`config.mk`:
```
export PLATFORM = sky130hd
export DESIGN_NAME = lane_error_status_flags
export DESIGN_NICKNAME = d
export VERILOG_FILES = /design/src/design/lane_flags_pkg.sv /design/src/design/err_lane_counter.sv /design/src/design/irq_status_regs.sv /design/src/design/lane_error_status_flags.sv
export SDC_FILE = /design/constraint.sdc
export NUM_CORES = 1
export LEC_CHECK = 0
export BUFFER_PORTS_ARGS = -buffer_cell sky130_fd_sc_hd__buf_2
export CORE_AREA = 2 2 210 212
export CTS_CLUSTER_DIAMETER = 40
export DETAILED_ROUTE_END_ITERATION = 10
export DIE_AREA = 0 0 212 214
export GPL_ROUTABILITY_DRIVEN = 0
export PLACE_DENSITY = 0.68
export SYNTH_ARGS = -nofsm -noshare
export SYNTH_HDL_FRONTEND = slang
export SYNTH_SLANG_ARGS = --single-unit
```
`constraint.sdc`:
```
create_clock -name pclk -period 3.1 [get_ports pclk]
set_clock_uncertainty 0.05 [all_clocks]
set_input_delay 0.62 -clock pclk [delete_from_list [all_inputs] [get_ports pclk]]
set_output_delay 0.62 -clock pclk [all_outputs]
set_load 0.01 [all_outputs]
```
`src/design/lane_flags_pkg.sv`:
```
// Constants shared by the lane error status block
package lane_flags_pkg;

  ////////////////////////////////////////////////////////////////////////////////
  // Sizes
  localparam int NUM_LANES = 8;
  localparam int NUM_LINKS = 2;
  localparam int CNT_W = 8;
  localparam int DATA_W = 32;
  localparam int ADDR_W = 16;
  localparam int IDX_W = 12;
  localparam int IRQ_W = 3;
  localparam int LINK_PAGE_W = 1;

  ////////////////////////////////////////////////////////////////////////////////
  // Register indices, byte address is four times the index
  localparam logic [IDX_W-1:0] IDX_LINK_PAGE = 12'h300;
  localparam logic [IDX_W-1:0] IDX_ALIGN = 12'h46c;
  localparam logic [IDX_W-1:0] IDX_DISP = 12'h46d;
  localparam logic [IDX_W-1:0] IDX_INV = 12'h46e;
  localparam logic [IDX_W-1:0] IDX_THRESH = 12'h47c;
  localparam logic [IDX_W-1:0] IDX_CTRL = 12'h47d;
  localparam logic [IDX_W-1:0] IDX_IRQ_STATUS = 12'h47e;
  localparam logic [IDX_W-1:0] IDX_IRQ_MASK = 12'h47f;

  localparam logic [ADDR_W-1:0] ADDR_LINK_PAGE = {2'b00, IDX_LINK_PAGE, 2'b00};
  localparam logic [ADDR_W-1:0] ADDR_ALIGN = {2'b00, IDX_ALIGN, 2'b00};
  localparam logic [ADDR_W-1:0] ADDR_DISP = {2'b00, IDX_DISP, 2'b00};
  localparam logic [ADDR_W-1:0] ADDR_INV = {2'b00, IDX_INV, 2'b00};
  localparam logic [ADDR_W-1:0] ADDR_THRESH = {2'b00, IDX_THRESH, 2'b00};
  localparam logic [ADDR_W-1:0] ADDR_CTRL = {2'b00, IDX_CTRL, 2'b00};
  localparam logic [ADDR_W-1:0] ADDR_IRQ_STATUS = {2'b00, IDX_IRQ_STATUS, 2'b00};
  localparam logic [ADDR_W-1:0] ADDR_IRQ_MASK = {2'b00, IDX_IRQ_MASK, 2'b00};

  ////////////////////////////////////////////////////////////////////////////////
  // Field positions
  localparam int LINK_PAGE_LSB = 0;
  localparam int CTRL_CLR_BIT = 0;
  localparam int IRQ_DISP_BIT = 0;
  localparam int IRQ_INV_BIT = 1;
  localparam int IRQ_ALIGN_BIT = 2;

  ////////////////////////////////////////////////////////////////////////////////
  // Reset values
  localparam logic [CNT_W-1:0] THRESH_RST = 8'h01;
  localparam logic [LINK_PAGE_W-1:0] LINK_PAGE_RST = 1'h0;
  localparam logic [IRQ_W-1:0] IRQ_MASK_RST = 3'h0;

endpackage

```
`src/design/err_lane_counter.sv`:
```
// Saturating per-lane error counter with threshold flag
`timescale 1ns/100ps
module err_lane_counter #(
  parameter int CNT_W = lane_flags_pkg::CNT_W
) (
  input wire logic pclk, // Clock
  input wire logic presetn, // Async reset, active low
  input wire logic evt, // One error seen this cycle
  input wire logic clr, // Clear the count
  input wire logic [CNT_W-1:0] thresh, // Error threshold
  output logic flag // Count at or above threshold
);
  import lane_flags_pkg::*;

  typedef struct packed {
    logic [CNT_W-1:0] cnt;
    logic flag;
  } cnt_state_t;

  cnt_state_t s_q;
  cnt_state_t s_d;

  always_comb begin
    s_d = s_q;
    if (clr) begin
      s_d.cnt = '0;
    end else if (evt && s_q.cnt != '1) begin
      s_d.cnt = s_q.cnt + 1'b1;
    end
    s_d.flag = (s_d.cnt >= thresh);
  end

  always_ff @(posedge pclk or negedge presetn) begin
    if (!presetn) begin
      s_q <= '0;
    end else begin
      s_q <= s_d;
    end
  end

  assign flag = s_q.flag;

  flag_at_thresh_a: assert property (@(posedge pclk) disable iff (!presetn)
    (s_q.cnt >= $past(thresh)) |-> s_q.flag)
    else $error("flag low with count at or above threshold");

  flag_below_thresh_a: assert property (@(posedge pclk) disable iff (!presetn)
    (s_q.cnt < $past(thresh)) |-> !s_q.flag)
    else $error("flag high with count below threshold");

  count_step_a: assert property (@(posedge pclk) disable iff (!presetn)
    (evt && !clr && s_q.cnt != '1) |=> (s_q.cnt == $past(s_q.cnt) + 1'b1))
    else $error("error event not counted");

endmodule

```
`src/design/irq_status_regs.sv`:
```
// Sticky interrupt status with mask and level output
`timescale 1ns/100ps
module irq_status_regs #(
  parameter int W = lane_flags_pkg::IRQ_W
) (
  input wire logic pclk, // Clock
  input wire logic presetn, // Async reset, active low
  input wire logic [W-1:0] evt, // Event pulses
  input wire logic clr_we, // Write one to clear status
  input wire logic mask_we, // Mask write
  input wire logic [W-1:0] wdata, // Write data
  output logic [W-1:0] status, // Sticky status
  output logic [W-1:0] mask, // Interrupt enables
  output logic irq // Level interrupt
);
  import lane_flags_pkg::*;

  typedef struct packed {
    logic [W-1:0] status;
    logic [W-1:0] mask;
    logic irq;
  } irq_state_t;

  irq_state_t s_q;
  irq_state_t s_d;

  always_comb begin
    s_d = s_q;
    // New events win over a clear in the same cycle
    s_d.status = (s_q.status & ~(clr_we ? wdata : '0)) | evt;
    if (mask_we) begin
      s_d.mask = wdata;
    end
    s_d.irq = |(s_d.status & s_d.mask);
  end

  always_ff @(posedge pclk or negedge presetn) begin
    if (!presetn) begin
      s_q <= '{status: '0, mask: IRQ_MASK_RST, irq: 1'b0};
    end else begin
      s_q <= s_d;
    end
  end

  assign status = s_q.status;
  assign mask = s_q.mask;
  assign irq = s_q.irq;

  set_wins_a: assert property (@(posedge pclk) disable iff (!presetn)
    (evt != '0) |=> ((s_q.status & $past(evt)) == $past(evt)))
    else $error("event lost against clear");

endmodule

```
`src/design/lane_error_status_flags.sv`:
```
// APB status block for lane deskew and 8b/10b error flags, paged per link
`timescale 1ns/100ps

//////////////////////////////////////////////////////////////////////////////////
// Contract
// - Lane 0 alignment bit reads 1 when deskew achieved, 0 when failed.
// - Eight-bit read-only disparity flag vector, bit n for lane n.
// - Eight-bit read-only invalid code flag vector, bit n for lane n.
// - A flag reads 1 when its count is at or above the threshold.
// - A flag reads 0 while its count stays below the threshold.
// - Flag registers are banked per link; reads return the selected page.
module lane_error_status_flags #(
  parameter int NUM_LANES = lane_flags_pkg::NUM_LANES,
  parameter int NUM_LINKS = lane_flags_pkg::NUM_LINKS
) (
  input wire logic pclk, // APB clock, 40 MHz
  input wire logic presetn, // Async reset, active low
  input wire logic [lane_flags_pkg::ADDR_W-1:0] paddr, // Byte address
  input wire logic psel, // Slave select
  input wire logic penable, // Access phase
  input wire logic pwrite, // Write when high
  input wire logic [lane_flags_pkg::DATA_W-1:0] pwdata, // Write data
  input wire logic [3:0] pstrb, // Byte strobes
  output logic [lane_flags_pkg::DATA_W-1:0] prdata, // Read data
  output logic pready, // Transfer done
  output logic pslverr, // Unmapped address
  input wire logic [NUM_LINKS*NUM_LANES-1:0] disp_err_evt, // Disparity error pulses
  input wire logic [NUM_LINKS*NUM_LANES-1:0] invalid_code_evt, // Not-in-table pulses
  input wire logic [NUM_LINKS*NUM_LANES-1:0] lane_aligned, // Deskew achieved levels
  output logic irq // Level interrupt
);
  import lane_flags_pkg::*;

  localparam int TOTAL = NUM_LINKS * NUM_LANES;

  ////////////////////////////////////////////////////////////////////////////////
  // State

  typedef struct packed {
    logic [DATA_W-1:0] prdata;
    logic pslverr;
    logic [LINK_PAGE_W-1:0] link_page;
    logic [CNT_W-1:0] thresh;
    logic clr;
    logic [TOTAL-1:0] disp_prev;
    logic [TOTAL-1:0] inv_prev;
    logic [NUM_LINKS-1:0] align0_prev;
  } slave_state_t;

  slave_state_t s_q;
  slave_state_t s_d;

  logic setup;
  logic access;
  logic wr_en;
  logic [TOTAL-1:0] disp_flag;
  logic [TOTAL-1:0] inv_flag;
  logic [NUM_LINKS-1:0] align0;
  logic [NUM_LANES-1:0] paged_align;
  logic [NUM_LANES-1:0] paged_disp;
  logic [NUM_LANES-1:0] paged_inv;
  logic [IRQ_W-1:0] irq_evt;
  logic [IRQ_W-1:0] irq_status;
  logic [IRQ_W-1:0] irq_mask;
  logic irq_clr_we;
  logic irq_mask_we;
  logic [DATA_W-1:0] rd_data;
  logic rd_err;

  ////////////////////////////////////////////////////////////////////////////////
  // Bus phases

  assign setup = psel && !penable;
  assign access = psel && penable;
  // Every register lives in byte lane 0
  assign wr_en = access && pwrite && pstrb[0];
  assign pready = 1'b1;
  assign prdata = s_q.prdata;
  assign pslverr = s_q.pslverr;

  ////////////////////////////////////////////////////////////////////////////////
  // Error counters, one per lane and error type on every link

  for (genvar i = 0; i < TOTAL; i++) begin : g_lane
    err_lane_counter #(
      .CNT_W(CNT_W)
    ) u_disp_cnt (
      .pclk(pclk),
      .presetn(presetn),
      .evt(disp_err_evt[i]),
      .clr(s_q.clr),
      .thresh(s_q.thresh),
      .flag(disp_flag[i])
    );

    err_lane_counter #(
      .CNT_W(CNT_W)
    ) u_inv_cnt (
      .pclk(pclk),
      .presetn(presetn),
      .evt(invalid_code_evt[i]),
      .clr(s_q.clr),
      .thresh(s_q.thresh),
      .flag(inv_flag[i])
    );
  end

  for (genvar l = 0; l < NUM_LINKS; l++) begin : g_link
    assign align0[l] = lane_aligned[l*NUM_LANES];
  end

  ////////////////////////////////////////////////////////////////////////////////
  // Page selection

  always_comb begin
    paged_align = lane_aligned[int'(s_q.link_page)*NUM_LANES +: NUM_LANES];
    paged_disp = disp_flag[int'(s_q.link_page)*NUM_LANES +: NUM_LANES];
    paged_inv = inv_flag[int'(s_q.link_page)*NUM_LANES +: NUM_LANES];
  end

  ////////////////////////////////////////////////////////////////////////////////
  // Interrupt events

  always_comb begin
    irq_evt = '0;
    irq_evt[IRQ_DISP_BIT] = |(disp_flag & ~s_q.disp_prev);
    irq_evt[IRQ_INV_BIT] = |(inv_flag & ~s_q.inv_prev);
    irq_evt[IRQ_ALIGN_BIT] = |(s_q.align0_prev & ~align0);
  end

  assign irq_clr_we = wr_en && paddr == ADDR_IRQ_STATUS;
  assign irq_mask_we = wr_en && paddr == ADDR_IRQ_MASK;

  irq_status_regs #(
    .W(IRQ_W)
  ) u_irq (
    .pclk(pclk),
    .presetn(presetn),
    .evt(irq_evt),
    .clr_we(irq_clr_we),
    .mask_we(irq_mask_we),
    .wdata(pwdata[IRQ_W-1:0]),
    .status(irq_status),
    .mask(irq_mask),
    .irq(irq)
  );

  ////////////////////////////////////////////////////////////////////////////////
  // Read decode

  always_comb begin
    rd_data = '0;
    rd_err = 1'b0;
    case (paddr)
      ADDR_LINK_PAGE: begin
        rd_data[LINK_PAGE_LSB +: LINK_PAGE_W] = s_q.link_page;
      end
      ADDR_ALIGN: begin
        rd_data[NUM_LANES-1:0] = paged_align;
      end
      ADDR_DISP: begin
        rd_data[NUM_LANES-1:0] = paged_disp;
      end
      ADDR_INV: begin
        rd_data[NUM_LANES-1:0] = paged_inv;
      end
      ADDR_THRESH: begin
        rd_data[CNT_W-1:0] = s_q.thresh;
      end
      ADDR_CTRL: begin
        rd_data = '0;
      end
      ADDR_IRQ_STATUS: begin
        rd_data[IRQ_W-1:0] = irq_status;
      end
      ADDR_IRQ_MASK: begin
        rd_data[IRQ_W-1:0] = irq_mask;
      end
      default: begin
        rd_err = 1'b1;
      end
    endcase
  end

  ////////////////////////////////////////////////////////////////////////////////
  // Next state

  always_comb begin
    s_d = s_q;
    s_d.clr = 1'b0;
    s_d.disp_prev = disp_flag;
    s_d.inv_prev = inv_flag;
    s_d.align0_prev = align0;
    // Answer captured at setup so it comes from flops in the access phase
    if (setup) begin
      s_d.prdata = pwrite ? '0 : rd_data;
      s_d.pslverr = rd_err;
    end
    if (wr_en) begin
      if (paddr == ADDR_LINK_PAGE) begin
        s_d.link_page = pwdata[LINK_PAGE_LSB +: LINK_PAGE_W];
      end
      if (paddr == ADDR_THRESH) begin
        s_d.thresh = pwdata[CNT_W-1:0];
      end
      if (paddr == ADDR_CTRL) begin
        s_d.clr = pwdata[CTRL_CLR_BIT];
      end
    end
  end

  always_ff @(posedge pclk or negedge presetn) begin
    if (!presetn) begin
      s_q <= '{
        prdata: '0,
        pslverr: 1'b0,
        link_page: LINK_PAGE_RST,
        thresh: THRESH_RST,
        clr: 1'b0,
        disp_prev: '0,
        inv_prev: '0,
        align0_prev: '0
      };
    end else begin
      s_q <= s_d;
    end
  end

  ////////////////////////////////////////////////////////////////////////////////
  // Checks

  align_read_a: assert property (@(posedge pclk) disable iff (!presetn)
    (setup && !pwrite && paddr == ADDR_ALIGN) |=> (prdata[0] == $past(paged_align[0])))
    else $error("lane 0 alignment bit wrong");

  disp_read_a: assert property (@(posedge pclk) disable iff (!presetn)
    (setup && !pwrite && paddr == ADDR_DISP)
      |=> (prdata == {{(DATA_W-NUM_LANES){1'b0}}, $past(paged_disp)}))
    else $error("disparity flags read wrong");

  inv_read_a: assert property (@(posedge pclk) disable iff (!presetn)
    (setup && !pwrite && paddr == ADDR_INV)
      |=> (prdata == {{(DATA_W-NUM_LANES){1'b0}}, $past(paged_inv)}))
    else $error("invalid code flags read wrong");

  page_select_a: assert property (@(posedge pclk) disable iff (!presetn)
    (wr_en && paddr == ADDR_LINK_PAGE)
      |=> (s_q.link_page == $past(pwdata[LINK_PAGE_LSB +: LINK_PAGE_W])))
    else $error("link page not applied");

  clear_flags_a: assert property (@(posedge pclk) disable iff (!presetn)
    (s_q.clr && s_q.thresh != '0) |=> ((disp_flag | inv_flag) == '0))
    else $error("counter clear left a flag set");

  unmapped_err_a: assert property (@(posedge pclk) disable iff (!presetn)
    (setup && rd_err) |=> (pslverr && prdata == '0))
    else $error("unmapped access not flagged");

  ////////////////////////////////////////////////////////////////////////////////
  // Per-link page checks, slices taken straight from lane_aligned and the flag vectors

  for (genvar l = 0; l < NUM_LINKS; l++) begin : g_page_chk
    page_align_a: assert property (@(posedge pclk) disable iff (!presetn)
      (setup && !pwrite && paddr == ADDR_ALIGN && int'(s_q.link_page) == l)
        |=> (prdata[NUM_LANES-1:0] == $past(lane_aligned[l*NUM_LANES +: NUM_LANES])))
      else $error("alignment page read wrong");

    page_disp_a: assert property (@(posedge pclk) disable iff (!presetn)
      (setup && !pwrite && paddr == ADDR_DISP && int'(s_q.link_page) == l)
        |=> (prdata[NUM_LANES-1:0] == $past(disp_flag[l*NUM_LANES +: NUM_LANES])))
      else $error("disparity page read wrong");

    page_inv_a: assert property (@(posedge pclk) disable iff (!presetn)
      (setup && !pwrite && paddr == ADDR_INV && int'(s_q.link_page) == l)
        |=> (prdata[NUM_LANES-1:0] == $past(inv_flag[l*NUM_LANES +: NUM_LANES])))
      else $error("invalid code page read wrong");
  end

  ////////////////////////////////////////////////////////////////////////////////
  // Register writes and holds

  thresh_write_a: assert property (@(posedge pclk) disable iff (!presetn)
    (wr_en && paddr == ADDR_THRESH) |=> (s_q.thresh == $past(pwdata[CNT_W-1:0])))
    else $error("threshold write lost");

  thresh_hold_a: assert property (@(posedge pclk) disable iff (!presetn)
    !(wr_en && paddr == ADDR_THRESH) |=> (s_q.thresh == $past(s_q.thresh)))
    else $error("threshold changed without write");

  page_hold_a: assert property (@(posedge pclk) disable iff (!presetn)
    !(wr_en && paddr == ADDR_LINK_PAGE) |=> (s_q.link_page == $past(s_q.link_page)))
    else $error("link page changed without write");

  strobe_ignore_a: assert property (@(posedge pclk) disable iff (!presetn)
    (access && pwrite && !pstrb[0])
      |=> (s_q.thresh == $past(s_q.thresh) && s_q.link_page == $past(s_q.link_page)))
    else $error("write without strobe took effect");

  ro_write_a: assert property (@(posedge pclk) disable iff (!presetn)
    (wr_en && (paddr == ADDR_DISP || paddr == ADDR_INV))
      |=> (!pslverr && s_q.thresh == $past(s_q.thresh)))
    else $error("flag register write not ignored");

  unmapped_write_a: assert property (@(posedge pclk) disable iff (!presetn)
    (wr_en && rd_err)
      |=> (s_q.thresh == $past(s_q.thresh) && s_q.link_page == $past(s_q.link_page)
        && irq_mask == $past(irq_mask)))
    else $error("unmapped write changed a register");

  clr_from_ctrl_a: assert property (@(posedge pclk) disable iff (!presetn)
    s_q.clr |-> $past(wr_en && paddr == ADDR_CTRL && pwdata[CTRL_CLR_BIT]))
    else $error("counter clear without control write");

  ////////////////////////////////////////////////////////////////////////////////
  // Read answers

  read_hold_a: assert property (@(posedge pclk) disable iff (!presetn)
    !setup |=> (prdata == $past(prdata) && pslverr == $past(pslverr)))
    else $error("read answer changed outside setup");

  thresh_read_a: assert property (@(posedge pclk) disable iff (!presetn)
    (setup && !pwrite && paddr == ADDR_THRESH)
      |=> (prdata == {{(DATA_W-CNT_W){1'b0}}, $past(s_q.thresh)}))
    else $error("threshold read wrong");

  ctrl_read_zero_a: assert property (@(posedge pclk) disable iff (!presetn)
    (setup && !pwrite && paddr == ADDR_CTRL) |=> (prdata == '0))
    else $error("control register read not zero");

  ////////////////////////////////////////////////////////////////////////////////
  // Interrupt sources

  disp_event_a: assert property (@(posedge pclk) disable iff (!presetn)
    ((disp_flag & ~s_q.disp_prev) != '0) |=> irq_status[IRQ_DISP_BIT])
    else $error("disparity flag rise not latched");

  inv_event_a: assert property (@(posedge pclk) disable iff (!presetn)
    ((inv_flag & ~s_q.inv_prev) != '0) |=> irq_status[IRQ_INV_BIT])
    else $error("invalid code flag rise not latched");

  align_event_a: assert property (@(posedge pclk) disable iff (!presetn)
    ((s_q.align0_prev & ~align0) != '0) |=> irq_status[IRQ_ALIGN_BIT])
    else $error("alignment loss not latched");

  mask_write_a: assert property (@(posedge pclk) disable iff (!presetn)
    irq_mask_we |=> (irq_mask == $past(pwdata[IRQ_W-1:0])))
    else $error("interrupt mask write lost");

  irq_level_a: assert property (@(posedge pclk) disable iff (!presetn)
    1'b1 |-> (irq == |(irq_status & irq_mask)))
    else $error("interrupt level wrong");

endmodule

```
==> run metrics <==
xor and xnor fraction of the mapped netlist area=7.236%; RSZ-0062 raised after global routing=false; Die Ht=~210 um; status=completed; initial DRC count=around 1000; # rows=76; CTS tree=yes; GRT Total Usage=21.92%; Reg2Reg Depth=7; post-synthesis compound-gate area fraction=9.940%; Critical R2R Capture=g_lane[9].u_disp_cnt.flag$_DFF_PN0_; share of layout cells above drive strength 1=11.42%; mapped cell area=21420 um^2; top_reg_cell synth=dfrtp_1; Syn Inst Count=2209; Die ar.=between 40000 and 50000 um^2; reg2reg setup slack=0.18 ns; CP max FO=12; nature of the critical path endpoint=flip-flop; Worst Path Required=approximately 3.5 ns; sequential-to-total area share from yosys stat=just over 40%; worst setup path category=reg2reg; FILL cells=about 3700; clock tree buffer depth=3; LEAKAGE=10.81 nW; largest family of logic cells by synthesized area=simple AND/OR/NAND/NOR gates; Max-Cap Viols=0; Core Footprint=between 40000 and 50000 um^2; nature of the critical path startpoint=flip-flop; vias per inst=5.474; Final ANT Viol Nets=0; multi-input logic area=between 10000 and 15000 um^2; crit path DAT=approximately 3.3 ns; CTS Root Buffer Type=clkbuf_16; EDFF count, synth=0; routed vias=about 16000; pin count of the biggest net entering global routing=77; Final TNS setup=0 ns; Avg Cell Area, Syn=just under 10 um^2; final setup fails=0; Worst-Skew Late Latency=approximately 0.56 ns; H-tree Lvls=2; Hold Crit Class=in2async; overall power=about 21 mW; fmax=roughly 0.34 GHz; Yosys warnings=0; Ports=140; Async SR Flop Fraction=100.0%; max_slew headroom=about a third; Total Wirelength=a little under 50000 um; Clock Pin Slew Worst Setup and Hold Paths=about 0.060 ns; DR DRC count=0; final hold violations=0; # hold bufs at CTS=0; Initial Utilization=49.95%; chip width=roughly 210 um; Syn-to-layout area delta=13.46%; Seq cells post-synth=roughly 350; Worst Max-Slew Pin Slew=between 1 and 1.5 ns; register area=8713 um^2; Pwr Density=roughly 870 nW/um^2; routed length per placed instance=around 16 um; R2R Path Start=s_q[37]$_DFFE_PN0P_; # diodes=0; Final min period=a little under 3 ns; peak supply drop=~0.37 mV; CTS buffer count=48; max-slew violation count=0; Final HPWL DP=32950 um; mux cell area share after synthesis=2.920%; global route overflow=0; first drt pass iteration count=5; Synth Area in Simple Gates=a little under a fifth; fin nets=~2700; CTS sink cnt=about 350; first-pass GRT wire length=roughly 81000 um; final critical-path share of the clock period=between 90% and 100%; library cells used by synthesis=between 50 and 60; vias in the first global route=approximately 16000; IO Port Bufs=87; Post-Synth Adder-Cell Area=between 10% and 20%; initial antenna violation count=0
## cell type report
cell class              count  area share, %
clock inverters            26         0.8957
repair buffers            138          3.974
well taps                 585          3.011
multi-input cells        1733          49.80
flip-flops and latches    348          35.85
inverters                  65          1.004
clock buffers              63          5.467
## cells in the final DEF, fill, tap and decap left out, types with 39 or more instances in the layout
| master | Yosys | routed |
|---|---|---|
| a21oi_1 | 121 | 121 |
| buf_2 | 0 | 86 |
| buf_4 | 33 | 40 |
| clkbuf_16 | 0 | 49 |
| dfrtp_1 | 347 | 346 |
| ha_1 | 288 | 287 |
| inv_1 | 65 | 62 |
| mux2i_1 | 49 | 49 |
| nand2_1 | 125 | 125 |
| nand2b_1 | 39 | 39 |
| nand3_1 | 94 | 94 |
| nand4_1 | 69 | 69 |
| nor2_1 | 292 | 292 |
| nor2b_1 | 40 | 40 |
| nor3_1 | 49 | 49 |
| o21ai_0 | 121 | 121 |
| or3_1 | 46 | 46 |
| xnor2_1 | 50 | 50 |
| xor2_1 | 127 | 127 |
## sequential cells by signal, summed over array words and instances, names as in the netlist
name	flops
g_lane.u_disp_cnt.s_q	128
g_lane.u_inv_cnt.s_q	128
s_q	44
g_lane.u_disp_cnt.flag	16
g_lane.u_inv_cnt.flag	16
prdata	8
u_irq.mask	3
u_irq.status	3
pslverr	1
u_irq.irq	1
## worst max-delay path: stages (launching register included)
cell	delay, ns
dfrtp_1	0.36
clkinv_1	0.79
buf_12	0.48
ha_1	0.29
nor2b_1	0.13
o21ai_0	0.19
a21oi_1	0.10
o41a_1	0.38
## where the power goes
| group | leakage [nW] | total (mW) | internal (mW) | switching (mW) |
|---|---|---|---|---|
| Combinational | 5.80 | 7.91 | 3.73 | 4.18 |
| Clock | 0.730 | 5.30 | 3.14 | 2.16 |
| Sequential | 4.28 | 8.05 | 6.36 | 1.69 |
## how the worst max path moves through the flow
stage,end,startpoint,depth (start not counted),slack (ns)
3_5_place_dp,g_lane[7].u_disp_cnt.flag$_DFF_PN0_,g_lane[7].u_disp_cnt.s_q[3]$_DFF_PN0_,12,0.13
3_3_place_gp,g_lane[9].u_disp_cnt.flag$_DFF_PN0_,s_q[37]$_DFFE_PN0P_,7,0.21
6_report,g_lane[9].u_disp_cnt.flag$_DFF_PN0_,s_q[37]$_DFFE_PN0P_,7,0.18
5_1_grt,g_lane[0].u_disp_cnt.flag$_DFF_PN0_,g_lane[0].u_disp_cnt.s_q[3]$_DFF_PN0_,12,0.006
2_1_floorplan,g_lane[1].u_disp_cnt.flag$_DFF_PN0_,g_lane[1].u_disp_cnt.s_q[1]$_DFF_PN0_,12,0.24
4_1_cts,g_lane[7].u_disp_cnt.flag$_DFF_PN0_,g_lane[7].u_disp_cnt.s_q[3]$_DFF_PN0_,12,0.12
## cell usage after synthesis, types with 22 or more instances
library cell / n / area share, %
xnor2_1: 50 / 2.0
or3_1: 46 / 1.3
nand3_1: 94 / 2.2
inv_1: 65 / 1.1
ha_1: 288 / 17
nor3_1: 49 / 1.1
o21ai_0: 121 / 2.8
nor2_1: 292 / 5.1
clkbuf_1: 48 / 0.84
nand2_1: 125 / 2.2
nand2b_1: 39 / 1.1
or2_2: 33 / 0.96
o41a_1: 32 / 1.7
mux2i_1: 49 / 2.3
nand4_1: 69 / 2.0
dfrtp_1: 347 / 41
buf_4: 33 / 1.2
xor2_1: 127 / 5.2
nor2b_1: 40 / 1.2
a21oi_1: 121 / 2.8
and4_1: 22 / 0.90
o21a_1: 23 / 0.81
## through the flow
step | setup slack, ns | std cells | hold slack, ns | util (%) | cell area [um^2]
2_1_floorplan | 0.2421 | 2232 | 0.2744 | - | 21510
3_5_place_dp | 0.1261 | 2867 | 0.3409 | 53.03 | 22740
4_1_cts | 0.1170 | 2956 | 0.03281 | 56.63 | 24290
5_1_grt | 0.006445 | 2958 | 0.05563 | 56.68 | 24310
3_3_place_gp | 0.2072 | 2867 | 0.3422 | 53.03 | 22740
6_report | 0.1836 | 2958 | 0.007058 | 56.68 | 24310
## routing by layer
metal  up-vias  track usage, %  share of wire [%]
met3        72           3.020                4.0
met2       288           36.69                 47
met5         -               0                  0
met1      7775           30.01                 47
li1       8057               -                  -
met4         0           5.329                1.9
## kinds of logic after synthesis
logic type / Yosys count
AO/OA/AOI/OAI: 347
multiplexers: 61
buffers and inverters: 151
flip-flops: 348
other: 2
XOR/XNOR: 177
adder cells (fa/ha/maj): 288
AND/OR/NAND/NOR: 835
## timing repair
item,4_1_cts,5_1_grt
resized for setup,0,2
endpoints found under the setup margin,0,4
setup buffers,0,2
Note: power is estimated with default switching activity, not from simulation.
